**src/include/paging_mode_regs.svh**
```systemverilog
`ifndef PAGING_MODE_REGS_SVH
`define PAGING_MODE_REGS_SVH

// Register selectors on the software port
`define SEL_CR_ZERO 2'h0
`define SEL_CR_FOUR 2'h1
`define SEL_EXT_FEAT 2'h2
`define SEL_ROOT 2'h3

// Control register zero
`define CR0_PE_BIT 0
`define CR0_WP_BIT 16
`define CR0_PG_BIT 31
// Control register four
`define CR4_PSE_BIT 4
`define CR4_PAE_BIT 5
`define CR4_PGE_BIT 7
`define CR4_CONTEXT_ID_ENABLE_BIT 17
`define CR4_SUPERVISOR_EXEC_PREVENT_BIT 20
// Extended feature register
`define EFER_LME_BIT 8
`define EFER_LMA_BIT 10
`define EFER_NXE_BIT 11

`define CR0_RESET 32'h00000000
`define CR4_RESET 32'h00000000
`define EFER_RESET 32'h00000000
`define ROOT_RESET 32'h00000000

// Writable masks; everything else reads as zero, but extended feature bit 10 reads long mode active
`define CR0_WMASK 32'h80010001
`define CR4_WMASK 32'h001200b0
`define EFER_WMASK 32'h00000900

`define LEGACY_LIN_MSB 31
`define COMPAT_HI_MSB 47
`define COMPAT_HI_LSB 32
`define CANON_LSB 47
`define PROC_ID_BITS 12

`endif

```
**src/include/paging_mode_pkg.sv**
```systemverilog
package paging_mode_pkg;

	typedef enum logic [1:0] {
		MODE_NONE,
		MODE_LEGACY,
		MODE_EXTENDED,
		MODE_LONG
	} paging_mode_e;

	typedef struct packed {
		logic write_protect;
		logic large_page;
		logic global_page;
		logic context_id;
		logic supervisor_exec_prevent;
		logic exec_disable;
		logic high_addr_large_page;
		logic huge_page_1g;
	} modifiers_s;

	typedef struct packed {
		logic valid;
		logic [63:0] linear;
		logic long_64bit;
	} lin_access_s;

endpackage

```
**src/logic/paging_mode_control.sv**
```systemverilog
`timescale 1ns/100ps
`default_nettype none
`include "paging_mode_regs.svh"

module paging_mode_control #(
	parameter bit HIGH_ADDR_LARGE_PAGE = 1'b1,
	parameter bit HUGE_PAGE_1G = 1'b1,
	parameter int LIN_WIDTH = 64
) (
	input wire logic mclk_i,
	input wire logic nrst_i,
	input wire logic [1:0] addr_i,
	input wire logic [31:0] wdata_i,
	input wire logic wr_i,
	input wire logic rd_i,
	output logic [31:0] rdata_o,
	output logic general_protection_fault_o,
	input wire paging_mode_pkg::lin_access_s access_i,
	output logic paging_on_o,
	output paging_mode_pkg::paging_mode_e mode_o,
	output paging_mode_pkg::modifiers_s modifiers_o,
	output logic [63:0] lin_addr_o,
	output logic [31:0] phys_addr_o,
	output logic translate_o,
	output logic canon_fault_o,
	output logic [31:0] root_o
);

	// The canonical and compatibility slices assume a full 64-bit linear bus
	if (LIN_WIDTH != 64)
	begin : g_bad_width
		$error("paging_mode_control supports only 64-bit linear addresses");
	end

	logic [31:0] control_reg_zero;
	logic [31:0] control_reg_four;
	logic [31:0] translation_root_reg;
	logic long_mode_enable;
	logic no_exec_enable;
	logic [31:0] extended_feature_reg;

	logic paging_enable;
	logic protection_enable;
	logic phys_addr_extension;
	logic long_mode_active;
	logic [31:0] next_cr0;
	logic [31:0] next_cr4;
	logic next_lme;
	logic fault_cr0;
	logic fault_cr4;
	logic fault_efer;

	// paging counts as on only under protection
	assign protection_enable = control_reg_zero[`CR0_PE_BIT];
	assign paging_enable = control_reg_zero[`CR0_PG_BIT] & protection_enable;
	assign phys_addr_extension = control_reg_four[`CR4_PAE_BIT];
	assign long_mode_active = paging_enable & long_mode_enable;

	always_comb
	begin
		extended_feature_reg = 32'h00000000;
		extended_feature_reg[`EFER_LME_BIT] = long_mode_enable;
		extended_feature_reg[`EFER_NXE_BIT] = no_exec_enable;
		extended_feature_reg[`EFER_LMA_BIT] = long_mode_active;
	end

	assign next_cr0 = wdata_i & `CR0_WMASK;
	assign next_cr4 = wdata_i & `CR4_WMASK;
	assign next_lme = wdata_i[`EFER_LME_BIT];

	// Enabling paging with no extension while long enable is set
	assign fault_cr0 = wr_i && addr_i == `SEL_CR_ZERO && next_cr0[`CR0_PG_BIT] && next_cr0[`CR0_PE_BIT]
		&& !control_reg_four[`CR4_PAE_BIT] && long_mode_enable;
	assign fault_cr4 = wr_i && addr_i == `SEL_CR_FOUR && long_mode_active
		&& !next_cr4[`CR4_PAE_BIT];
	assign fault_efer = wr_i && addr_i == `SEL_EXT_FEAT && paging_enable
		&& next_lme != long_mode_enable;

	always_ff @(posedge mclk_i or negedge nrst_i)
	begin
		if (!nrst_i)
			control_reg_zero <= `CR0_RESET;
		else if (wr_i && addr_i == `SEL_CR_ZERO && !fault_cr0)
			control_reg_zero <= next_cr0;
	end

	always_ff @(posedge mclk_i or negedge nrst_i)
	begin
		if (!nrst_i)
			control_reg_four <= `CR4_RESET;
		else if (wr_i && addr_i == `SEL_CR_FOUR && !fault_cr4)
			control_reg_four <= next_cr4;
	end

	// Bit 10 of a write is never stored; the status is always recomputed
	always_ff @(posedge mclk_i or negedge nrst_i)
	begin
		if (!nrst_i)
		begin
			long_mode_enable <= 1'b0;
			no_exec_enable <= 1'b0;
		end
		else if (wr_i && addr_i == `SEL_EXT_FEAT && !fault_efer)
		begin
			long_mode_enable <= next_lme;
			no_exec_enable <= wdata_i[`EFER_NXE_BIT];
		end
	end

	// Root register is only stored; loading it before paging is software's duty
	always_ff @(posedge mclk_i or negedge nrst_i)
	begin
		if (!nrst_i)
			translation_root_reg <= `ROOT_RESET;
		else if (wr_i && addr_i == `SEL_ROOT)
			translation_root_reg <= wdata_i;
	end

	assign root_o = translation_root_reg;

	always_ff @(posedge mclk_i or negedge nrst_i)
	begin
		if (!nrst_i)
			general_protection_fault_o <= 1'b0;
		else
			general_protection_fault_o <= fault_cr0 | fault_cr4 | fault_efer;
	end

	always_ff @(posedge mclk_i or negedge nrst_i)
	begin
		if (!nrst_i)
			rdata_o <= 32'h00000000;
		else if (rd_i)
		begin
			case (addr_i)
				`SEL_CR_ZERO: rdata_o <= control_reg_zero;
				`SEL_CR_FOUR: rdata_o <= control_reg_four;
				`SEL_EXT_FEAT: rdata_o <= extended_feature_reg;
				`SEL_ROOT: rdata_o <= translation_root_reg;
				default: rdata_o <= 32'h00000000;
			endcase
		end
		else
			rdata_o <= 32'h00000000;
	end

	// Mode is combinational on the stored bits, so it applies to the access after the write
	always_comb
	begin
		mode_o = paging_mode_pkg::MODE_NONE;
		if (paging_enable)
		begin
			if (!phys_addr_extension)
				mode_o = paging_mode_pkg::MODE_LEGACY;
			else if (!long_mode_enable)
				mode_o = paging_mode_pkg::MODE_EXTENDED;
			else
				mode_o = paging_mode_pkg::MODE_LONG;
		end
	end

	assign paging_on_o = paging_enable;

	always_comb
	begin
		modifiers_o = '0;
		case (mode_o)
			paging_mode_pkg::MODE_LEGACY:
			begin
				modifiers_o.write_protect = control_reg_zero[`CR0_WP_BIT];
				modifiers_o.large_page = control_reg_four[`CR4_PSE_BIT];
				modifiers_o.global_page = control_reg_four[`CR4_PGE_BIT];
				modifiers_o.supervisor_exec_prevent = control_reg_four[`CR4_SUPERVISOR_EXEC_PREVENT_BIT];
				// Wide addresses only for 4 MB pages
				modifiers_o.high_addr_large_page = HIGH_ADDR_LARGE_PAGE
					& control_reg_four[`CR4_PSE_BIT];
			end
			paging_mode_pkg::MODE_EXTENDED:
			begin
				modifiers_o.write_protect = control_reg_zero[`CR0_WP_BIT];
				modifiers_o.global_page = control_reg_four[`CR4_PGE_BIT];
				modifiers_o.supervisor_exec_prevent = control_reg_four[`CR4_SUPERVISOR_EXEC_PREVENT_BIT];
				modifiers_o.exec_disable = no_exec_enable;
			end
			paging_mode_pkg::MODE_LONG:
			begin
				modifiers_o.write_protect = control_reg_zero[`CR0_WP_BIT];
				modifiers_o.global_page = control_reg_four[`CR4_PGE_BIT];
				modifiers_o.context_id = control_reg_four[`CR4_CONTEXT_ID_ENABLE_BIT];
				modifiers_o.supervisor_exec_prevent = control_reg_four[`CR4_SUPERVISOR_EXEC_PREVENT_BIT];
				modifiers_o.exec_disable = no_exec_enable;
				modifiers_o.huge_page_1g = HUGE_PAGE_1G;
			end
			default: modifiers_o = '0;
		endcase
	end

	// Canonical check: bits 63:47 must all match in 64-bit sub-mode
	logic canon_ok;
	assign canon_ok = &access_i.linear[63:`CANON_LSB] | ~|access_i.linear[63:`CANON_LSB];

	always_ff @(posedge mclk_i or negedge nrst_i)
	begin
		if (!nrst_i)
		begin
			lin_addr_o <= 64'h0000000000000000;
			phys_addr_o <= 32'h00000000;
			translate_o <= 1'b0;
			canon_fault_o <= 1'b0;
		end
		else
		begin
			translate_o <= 1'b0;
			canon_fault_o <= 1'b0;
			phys_addr_o <= 32'h00000000;
			if (access_i.valid)
			begin
				case (mode_o)
					paging_mode_pkg::MODE_NONE:
						phys_addr_o <= access_i.linear[`LEGACY_LIN_MSB:0];
					paging_mode_pkg::MODE_LEGACY,
					paging_mode_pkg::MODE_EXTENDED:
					begin
						lin_addr_o <= {32'h00000000, access_i.linear[`LEGACY_LIN_MSB:0]};
						translate_o <= 1'b1;
					end
					paging_mode_pkg::MODE_LONG:
					begin
						if (!access_i.long_64bit)
						begin
							lin_addr_o <= {32'h00000000, access_i.linear[`LEGACY_LIN_MSB:0]};
							translate_o <= 1'b1;
						end
						else if (canon_ok)
						begin
							lin_addr_o <= {16'h0000, access_i.linear[`CANON_LSB:0]};
							translate_o <= 1'b1;
						end
						else
							canon_fault_o <= 1'b1;
					end
					default: translate_o <= 1'b0;
				endcase
			end
		end
	end

endmodule
`default_nettype wire

```
**config.mk**
```make
export PLATFORM = sky130hd
export DESIGN_NAME = paging_mode_control
export DESIGN_NICKNAME = d
export VERILOG_FILES = /design/src/include/paging_mode_pkg.sv /design/src/logic/paging_mode_control.sv
export VERILOG_INCLUDE_DIRS = /design/src /design/src/include
export SDC_FILE = /design/constraint.sdc
export NUM_CORES = 1
export LEC_CHECK = 0
export BUFFER_PORTS_ARGS = -buffer_cell sky130_fd_sc_hd__buf_4
export CORE_UTILIZATION = 46
export DETAILED_ROUTE_END_ITERATION = 10
export MAX_ROUTING_LAYER = met4
export PLACE_DENSITY = 0.79
export SKIP_LAST_GASP = 1
export SLEW_MARGIN = 5
export SYNTH_ARGS = -nofsm -noshare
export SYNTH_HDL_FRONTEND = slang
export SYNTH_SLANG_ARGS = --single-unit
export TNS_END_PERCENT = 50
```
**constraint.sdc**
```tcl
create_clock -name mclk_i -period 2.8 [get_ports mclk_i]
set_input_delay 0.56 -clock mclk_i [delete_from_list [all_inputs] [get_ports mclk_i]]
set_output_delay 0.56 -clock mclk_i [all_outputs]
set_load 0.02 [all_outputs]
```
==> results of run 1 <==
==> metrics by stage <==
step | cell area (µm²) | setup WS, ns
3_3_place_gp | 8070 | 0.269
5_1_grt | 8630 | 0.0987
2_1_floorplan | 6020 | 0.268
4_1_cts | 8630 | 0.241
6_report | 8630 | 0.286
3_5_place_dp | 8070 | 0.211
==> cell families (layout without fill, tap and decap cells) <==
kind of cell | count (synthesis) | count (layout) | share of synthesized area
AOI/OAI and AO/OA | 29 | 29 | 0.0388
muxes | 77 | 77 | 0.146
DFF | 157 | 157 | 0.658
buffers and inverters | 42 | 306 | 0.0405
other | 1 | 16 | 0.000628
adders and majority gates | 2 | 2 | 0.00419
xor gates and xnor gates | 1 | 1 | 0.00147
and+or+nand+nor | 115 | 115 | 0.110
==> routing by layer <==
| metal | GRT usage | up-vias | share of wire |
|---|---|---|---|
| met2 | 0.382 | 174 | 0.51 |
| met4 | 0.117 | 0 | 0.035 |
| met3 | 0.0539 | 38 | 0.059 |
| met1 | 0.270 | 2190 | 0.39 |
| met5 | - | - | 0 |
| li1 | - | 1982 | - |
==> path summary, 6_finish.rpt <==
check                                          start                   to  slack (ns)
worst max-delay path            control_reg_zero[31]       modifiers_o[4]        0.29
worst min-delay path                          nrst_i      phys_addr_o[21]         0.1
worst max register to register  control_reg_zero[31]       lin_addr_o[28]        0.38
worst min register to register            root_o[19]          rdata_o[19]        0.51
max in group asynchronous                     nrst_i  control_reg_four[4]        2.03
min in group mclk_i                     access_i[39]       lin_addr_o[38]        0.37
==> cell usage after synthesis, types with 2 or more instances <==
master,instances
nor3_1,4
a21oi_1,3
nand3_1,7
buf_4,17
dfrtp_1,157
and4_1,2
o22a_1,2
a21boi_0,3
buf_2,4
nand4_1,5
nor2_1,15
mux2i_1,7
nand2_1,12
nor4_1,3
buf_6,2
and2_1,24
mux2_4,4
ha_1,2
mux2_2,66
a22o_1,16
inv_1,4
clkbuf_1,15
and3_1,37
o21ai_0,2
==> placed cells by master (no fill, tap or decap), types with 4 or more instances in the layout <==
master,n
a22o_1,16
and2_1,24
and3_1,37
buf_4,267
clkbuf_16,17
clkinvlp_4,5
conb_1,16
dfrtp_1,157
inv_1,4
mux2_2,66
mux2_4,4
mux2i_1,7
nand2_1,12
nand3_1,7
nand4_1,5
nor2_1,15
nor3_1,4
==> where the power goes <==
group	internal [µW]	switching, µW
sequential	2700	255
clock	1290	868
combinational	1020	1120
total	5010	2240
==> flip-flops by register name (all words and copies together), names as in the netlist <==
signal,count
control_reg_zero,3
control_reg_four,5
translate_o,1
rdata_o,32
general_protection_fault_o,1
long_mode_enable,1
canon_fault_o,1
phys_addr_o,32
root_o,32
lin_addr_o,48
no_exec_enable,1
==> area by class of cell <==
class,instances,share of cell area
Clock buffer,23,0.0554
Inverter,4,0.00174
Timing Repair Buffer,270,0.238
Clock inverter,9,0.0100
Sequential cell,157,0.455
Tap cell,172,0.0249
Multi-Input combinational cell,240,0.215
==> run metrics, run 1 <==
crit start category=flip-flop; cell total after placement=843; CP Depth=6; Worst Tran Pin Value=0.619 ns; clock skew=0.00531 ns; synthesis-stage register bit count=157; synthesized instance count=424; CP Max Fanout=7; crit path capture type=primary output; remaining global-route overflow=0; core area=12,600 µm²; Synth Flop Type=dfrtp_1; area growth from synthesis to layout=44.7%; # clock sinks=157; HP Class=input pin to asynchronous set/reset pin; Top Ports=278; PortBufs=261; placer congestion estimate=0.765; Final Hold Viols=0; CTS tree=yes; total track usage=0.234; Chip Height=116 µm; initial core utilization=0.473; vias per inst=5.01; vias in the first global route=4,398; synthesized area=5970 µm²; final hold slack=0.0995 ns; Ys Warns=0; register area=3930 µm²; final cycle utilization of the critical path=0.898; Crit path arrival time=1.95 ns; Synth area leaders=dfrtp_1, mux2_2, and3_1; die area=13,400 µm²; final antenna-violating net count=0; Max Transition Viols Final=0; first-pass GRT wire length=22,400 µm; Worst EP required=2.24 ns; Detailed Place HPWL=11,300 µm; vias=4,384; unique cell type count in the Yosys netlist=35; setup_tns=0 ns; cell family with most CP delay=flip-flops; CTS H-tree lvls=4; sequential share of the synthesized area=0.658; # rows=41; Max rail drop VDD=0.000536 V; asr flop ratio synth=1.00; Max-Cap Viols=0; Synth area leader=dfrtp_1; setup violators final=0; status=finished clean; PwrDens=840 nW/µm²; CTS Buf Count=17; share of cells above drive strength 1=0.529; ant diodes=0; Reg2Reg Depth=9; CTS Hold Bufs=0; CTS clk-pin slew, worst paths=0.06 ns; maximum root-to-sink buffer count=2; Post-synth EDFFs=0; area occupied by multi-input gates=1850 µm²; fillers=966; drt drc=0; critical-path cell list=nand2_1, inv_1, o21a_1, ha_1, and2_1, buf_4; Iter 0 DRT Violations=196; DRT Pass-1 Iters=4; final core utilization=0.684; clk_lat worst skew=0.41 ns; Rel. slew slack=0.587; fmax=0.398 GHz; Syn Area/Cell=14.1 µm²; Critical path buffers and inverters=2; average wire per standard cell=17.3 µm; RSZ-0062 raised after global routing=no; CP max stage cell=dfrtp_1; post-CTS sizing=0; Setup Buffers After CTS=0; initial antenna violation count=0; min Tclk post-route=2.51 ns; CP Class=flip-flop to primary output; largest net degree at the start of global routing=56; post-synth top area share=0.658; slowest cell delay on critical path=0.45 ns; WL final=15,100 µm; Finished Layout Cells=875; CTS root buf=clkbuf_16; die width=116 µm; Leakage=0.00452 µW; nets=796; total power=7250 µW
Power figures use the tool's default switching activity.
==> inputs of run 2 (changes only) <==
--- a/config.mk
+++ b/config.mk
@@ -7,10 +7,11 @@
 export NUM_CORES = 1
 export LEC_CHECK = 0
 export BUFFER_PORTS_ARGS = -buffer_cell sky130_fd_sc_hd__buf_4
-export CORE_UTILIZATION = 46
+export CORE_UTILIZATION = 42
 export DETAILED_ROUTE_END_ITERATION = 10
 export MAX_ROUTING_LAYER = met4
-export PLACE_DENSITY = 0.79
+export PLACE_DENSITY = 0.76
+export SETUP_SLACK_MARGIN = 0.1
 export SKIP_LAST_GASP = 1
 export SLEW_MARGIN = 5
 export SYNTH_ARGS = -nofsm -noshare
==> constraint.sdc (replaced) <==
create_clock -name mclk_i -period 2.3 [get_ports mclk_i]
set_input_delay 0.46 -clock mclk_i [delete_from_list [all_inputs] [get_ports mclk_i]]
set_output_delay 0.46 -clock mclk_i [all_outputs]
set_load 0.02 [all_outputs]
==> run 2 against run 1 <==
Effect of this change:
- design area is 2.1% higher
- final cell count is 1.9% higher
- power rose by 27%
- worst setup slack worse by 0.074 ns
- largest power group unchanged
- first-iteration DRC count fell by 11%
- non-clock buffer count is 10 higher
==> run metrics, run 2 (synthesis gave the netlist of run 1 again) <==
# clock sinks=157; core area=13,900 µm²; initial antenna violation count=0; first-pass GRT wire length=24,000 µm; total power=9210 µW; RSZ-0062 raised after global routing=no; fillers=1,084; final hold slack=0.269 ns; final antenna-violating net count=0; Crit path arrival time=1.63 ns; remaining global-route overflow=0; share of cells above drive strength 1=0.539; clock skew=0.00919 ns; most frequent cells in the layout=buf_4, dfrtp_1, mux2_2; average wire per standard cell=17.8 µm; Area after DPL=8180 µm²; area growth from synthesis to layout=47.8%; cell family with most CP delay=flip-flops; Critical path buffers and inverters=2; register area=3930 µm²; status=finished clean; CTS clk-pin slew, worst paths=0.06 ns; die width=121 µm; largest net degree at the start of global routing=68; vias per inst=4.97; PortBufs=261; min Tclk post-route=2.09 ns; Final Hold Viols=0; Biggest register=lin_addr_o; nets=806; crit path capture type=primary output; commonest non-fill, non-tap cell in the layout=buf_4; Iter 0 DRT Violations=174; vias=4,429; total track usage=0.227; crit start category=flip-flop; Max rail drop VDD=0.000523 V; ant diodes=0; Chip Height=121 µm; DRT Pass-1 Iters=4; CP Class=flip-flop to primary output; CTS H-tree lvls=4; area occupied by multi-input gates=1880 µm²; setup violators final=0; PwrDens=1050 nW/µm²; Max-Cap Viols=0; CP Max Fanout=4; Rel. slew slack=0.577; WL final=15,900 µm; CTS tree=yes; CTS Buf Count=17; maximum root-to-sink buffer count=2; die area=14,700 µm²; Worst EP required=1.84 ns; CP max stage cell=dfrtp_1; drt drc=0; HP Class=input pin to flip-flop; Worst Tran Pin Value=0.634 ns; number of flip-flops in the largest register=48; Max Transition Viols Final=0; Top Ports=278; # rows=43; Leakage=0.00461 µW; Detailed Place HPWL=11,600 µm; fmax=0.479 GHz; final cycle utilization of the critical path=0.908; initial core utilization=0.430; critical-path cell list=nand2_1, inv_2, o21a_4, ha_2, and2_1, buf_4; slowest cell delay on critical path=0.38 ns; post-route cell area=8820 µm²; placer congestion estimate=0.902; vias in the first global route=4,558; clk_lat worst skew=0.42 ns; CTS root buf=clkbuf_16
## run 2: cell types whose count changed in the layout (fill, tap and decap cells not counted), sizes merged
cell and change:
bufinv +2, dlygate4sd3 +1, clkbuf +3, clkinvlp -5
inv -1, buf +9
## run 2: layout make-up
cell class | count | area share
multi-input cells | 240 | 0.213
clock buffers | 26 | 0.0578
repair buffers | 280 | 0.245
flip-flops and latches | 157 | 0.446
inverters | 4 | 0.00170
well taps | 180 | 0.0255
clock inverters | 5 | 0.0118
## run 2: path summary, 6_finish.rpt
path	start	endpoint	slack (ns)	cells after the start
min in group asynchronous	nrst_i	root_o[13]	0.55	2
worst min register to register	root_o[13]	rdata_o[13]	0.50	1
max in group asynchronous	nrst_i	control_reg_four[17]	1.02	3
worst max-delay path	control_reg_zero[31]	modifiers_o[1]	0.21	6
worst max register to register	control_reg_zero[31]	lin_addr_o[30]	0.29	9
worst min-delay path	access_i[39]	lin_addr_o[38]	0.27	2
## run 2: worst reg2reg max path, cell delays in order (launching register included)
cell and delay (ns):
dfrtp_1 0.38, nand2_1 0.10, inv_2 0.06, o21a_4 0.13
ha_2 0.29, nand2b_1 0.09, nand2_1 0.07, a41o_2 0.28
buf_4 0.18, mux2_4 0.30
## run 2: per-layer routing
layer / routed length [µm] / track usage / vias to the layer above
met5: 0 / - / -
met1: 6330 / 0.271 / 2175
li1: - / - / 2002
met4: 696 / 0.145 / 0
met2: 8010 / 0.354 / 198
met3: 856 / 0.0446 / 54
## run 2: per-stage QoR
step / cells / util / setup WS, ns / setup TNS, ns
after global routing: 892 / 0.635 / 0.137 / 0
final: 892 / 0.635 / 0.212 / 0
after detailed placement: 858 / 0.589 / -0.123 / -3.79
after CTS: 890 / 0.634 / 0.132 / 0
after floorplan: 439 / - / 0.102 / 0
after global placement: 858 / 0.589 / -0.0663 / -1.26
## run 2: power by group
group / switching (µW) / leakage (µW) / internal [µW] / total, µW
logic: 1420 / 0.00231 / 1310 / 2730
clock network: 1050 / 0.000301 / 1850 / 2900
registers: 301 / 0.00200 / 3280 / 3590
total: 2770 / 0.00461 / 6450 / 9210
## run 2: timing repair
| action | 4_1_cts | 5_1_grt |
|---|---|---|
| setup endpoints to repair | 2 | 3 |
| endpoints found under the hold margin | 45 | 0 |
| buffers inserted | 0 | 2 |
| cloned | 0 | 0 |
| resized for setup | 1 | 0 |
| hold buffers | 1 | 0 |
==> inputs of run 3 (changes only) <==
--- a/config.mk
+++ b/config.mk
@@ -6,11 +6,12 @@
 export SDC_FILE = /design/constraint.sdc
 export NUM_CORES = 1
 export LEC_CHECK = 0
+export ABC_AREA = 1
 export BUFFER_PORTS_ARGS = -buffer_cell sky130_fd_sc_hd__buf_4
-export CORE_UTILIZATION = 42
+export CORE_UTILIZATION = 43
 export DETAILED_ROUTE_END_ITERATION = 10
 export MAX_ROUTING_LAYER = met4
-export PLACE_DENSITY = 0.76
+export PLACE_DENSITY = 0.77
 export SETUP_SLACK_MARGIN = 0.1
 export SKIP_LAST_GASP = 1
 export SLEW_MARGIN = 5
==> run 3 against run 2 <==
Effect of this change:
- synthesized cell count increased by 64%
- combinational power decreased by 22%
- register-to-register slack improved by 0.03 ns
- sequential share of layout area decreased by 0.63 points
- first-iteration DRC count increased by 120%
- largest cell class unchanged
- worst hold slack got worse by 0.0020 ns
- clock power decreased by 8.3%
- power decreased by 10%
- critical path depth increased by 1
- sequential cell count unchanged
- design area increased by 1.4%
==> run metrics, run 3 <==
status=finished clean; initial antenna violation count=0; Post-synth top cells=nand2_1, dfrtp_1, nor2_1, inv_1, nand3_1; setup_tns=0 ns; Ys Warns=0; Setup Buffers After CTS=0; WL final=16,400 µm; setup violators final=0; CTS clk-pin slew, worst paths=0.06 ns; placer congestion estimate=0.820; HP Class=input pin to flip-flop; Max rail drop VDD=0.000646 V; core area=14,000 µm²; maximum root-to-sink buffer count=2; clock skew=0.0104 ns; final antenna-violating net count=0; largest net degree at the start of global routing=50; crit path capture type=primary output; remaining global-route overflow=0; number of flip-flops in the largest register=48; synthesized instance count=694; Top Ports=278; vias in the first global route=5,078; # rows=43; most frequent cells in the layout=buf_4, nand2_1, dfrtp_1; CTS root buf=clkbuf_16; area growth from synthesis to layout=43.3%; Detailed Place HPWL=11,300 µm; min Tclk post-route=2.15 ns; die width=122 µm; vias per inst=4.74; count leader, synth=nand2_1; register area=3930 µm²; nets=1,063; Worst EP required=1.84 ns; Leakage=0.00514 µW; share of cells above drive strength 1=0.319; Rel. slew slack=0.632; final core utilization=0.637; die area=15,000 µm²; total track usage=0.229; # clock sinks=157; dpl ws=0.192 ns; Post-synth EDFFs=0; final cycle utilization of the critical path=0.933; CTS Buf Count=17; sequential share of the synthesized area=0.629; Max Transition Viols Final=0; Crit path arrival time=1.69 ns; Max-Cap Viols=0; Final Hold Viols=0; RSZ-0062 raised after global routing=yes; first-pass GRT wire length=25,200 µm; average wire per standard cell=14.2 µm; area occupied by multi-input gates=1750 µm²; commonest non-fill, non-tap cell in the layout=buf_4; vias=5,446; Worst Tran Pin Value=0.551 ns; FF-to-FF setup slack=0.32 ns; Synth area leaders=dfrtp_1, nand2_1, nor2_1; DRT Pass-1 Iters=4; unique cell type count in the Yosys netlist=24; CTS H-tree lvls=4; CTS tree=yes; crit start category=flip-flop; CP Class=flip-flop to primary output; fillers=1,171; setup ws final=0.154 ns; CP Max Fanout=5; synthesis-stage register bit count=157; post-route cell area=8940 µm²; fmax=0.466 GHz; asr flop ratio synth=1.00; Area after DPL=8360 µm²; Synth area leader=dfrtp_1; synthesized area=6240 µm²; Chip Height=122 µm; Syn Area/Cell=8.99 µm²; Iter 0 DRT Violations=379; clk_lat worst skew=0.42 ns; Synth Flop Type=dfrtp_1; Biggest register=lin_addr_o; PortBufs=261; post-synth top area share=0.629; total power=8270 µW; initial core utilization=0.445; PwrDens=924 nW/µm²; drt drc=0; ant diodes=0
[run 3: changes by cell type in the layout (fill, tap and decap cells not counted), moves of 15 or more]
cell | before | now
mux2_2 | 66 | 1
o21ai_0 | 2 | 17
and2_1 | 24 | 0
and3_1 | 37 | 0
nor2_1 | 15 | 116
nand3_1 | 7 | 57
a21oi_1 | 3 | 30
inv_1 | 2 | 94
a22o_1 | 16 | 0
nand2_1 | 12 | 158
[run 3: cell families (layout without fill, tap and decap cells)]
kind of cell               after synthesis  in the layout  synth area share
muxes                                    1              1           0.00180
buffers and inverters                  141            402             0.102
AOI/OAI and AO/OA                       53             53            0.0437
other                                    1             16          0.000601
DFF                                    157            157             0.629
adders and majority gates                2              2           0.00401
and+or+nand+nor                        339            339             0.219
[run 3: through the flow]
| step | hold slack [ns] | instances |
|---|---|---|
| finish | 0.267 | 1150 |
| global route | 0.246 | 1150 |
| CTS | 0.245 | 1150 |
| detailed placement | 0.391 | 1117 |
| global placement | 0.390 | 1117 |
| floorplan | 0.164 | 709 |
[run 3: critical path: stages, from the launching register on]
cell     delay (ns)
dfrtp_1        0.40
inv_1          0.10
nor2_1         0.05
nor2_1         0.20
ha_2           0.28
nand2_1        0.06
inv_1          0.05
buf_4          0.13
[run 3: area by class of cell]
class | count | area share
clock inverters | 9 | 0.00951
clock buffers | 23 | 0.0534
well taps | 180 | 0.0252
repair buffers | 275 | 0.238
multi-input cells | 411 | 0.195
flip-flops and latches | 157 | 0.439
inverters | 95 | 0.0399
[run 3: timing repair]
action	CTS	global route
endpoints found under the hold margin	35	0
endpoints found under the setup margin	0	5
resized for setup	0	2
hold buffers	1	0
[run 3: layer usage]
layer  track usage  share of wire
met1         0.280           0.41
met2         0.363           0.50
met3        0.0618          0.076
met4        0.0838          0.022
met5             -              0
[run 3: path summary, 6_finish.rpt]
path,startpoint,to,cells after the start
setup / recovery,control_reg_four[5],modifiers_o[4],7
hold / removal,access_i[10],phys_addr_o[9],3
setup reg to reg,control_reg_zero[31],translate_o,10
hold reg to reg,lin_addr_o[35],lin_addr_o[35],2
max in group asynchronous,nrst_i,lin_addr_o[25],3
min in group asynchronous,nrst_i,lin_addr_o[42],2
[run 3: report_power, final]
group          switching (µW)  internal, µW
sequential                262          3210
clock                    1080          1580
combinational            1260           874
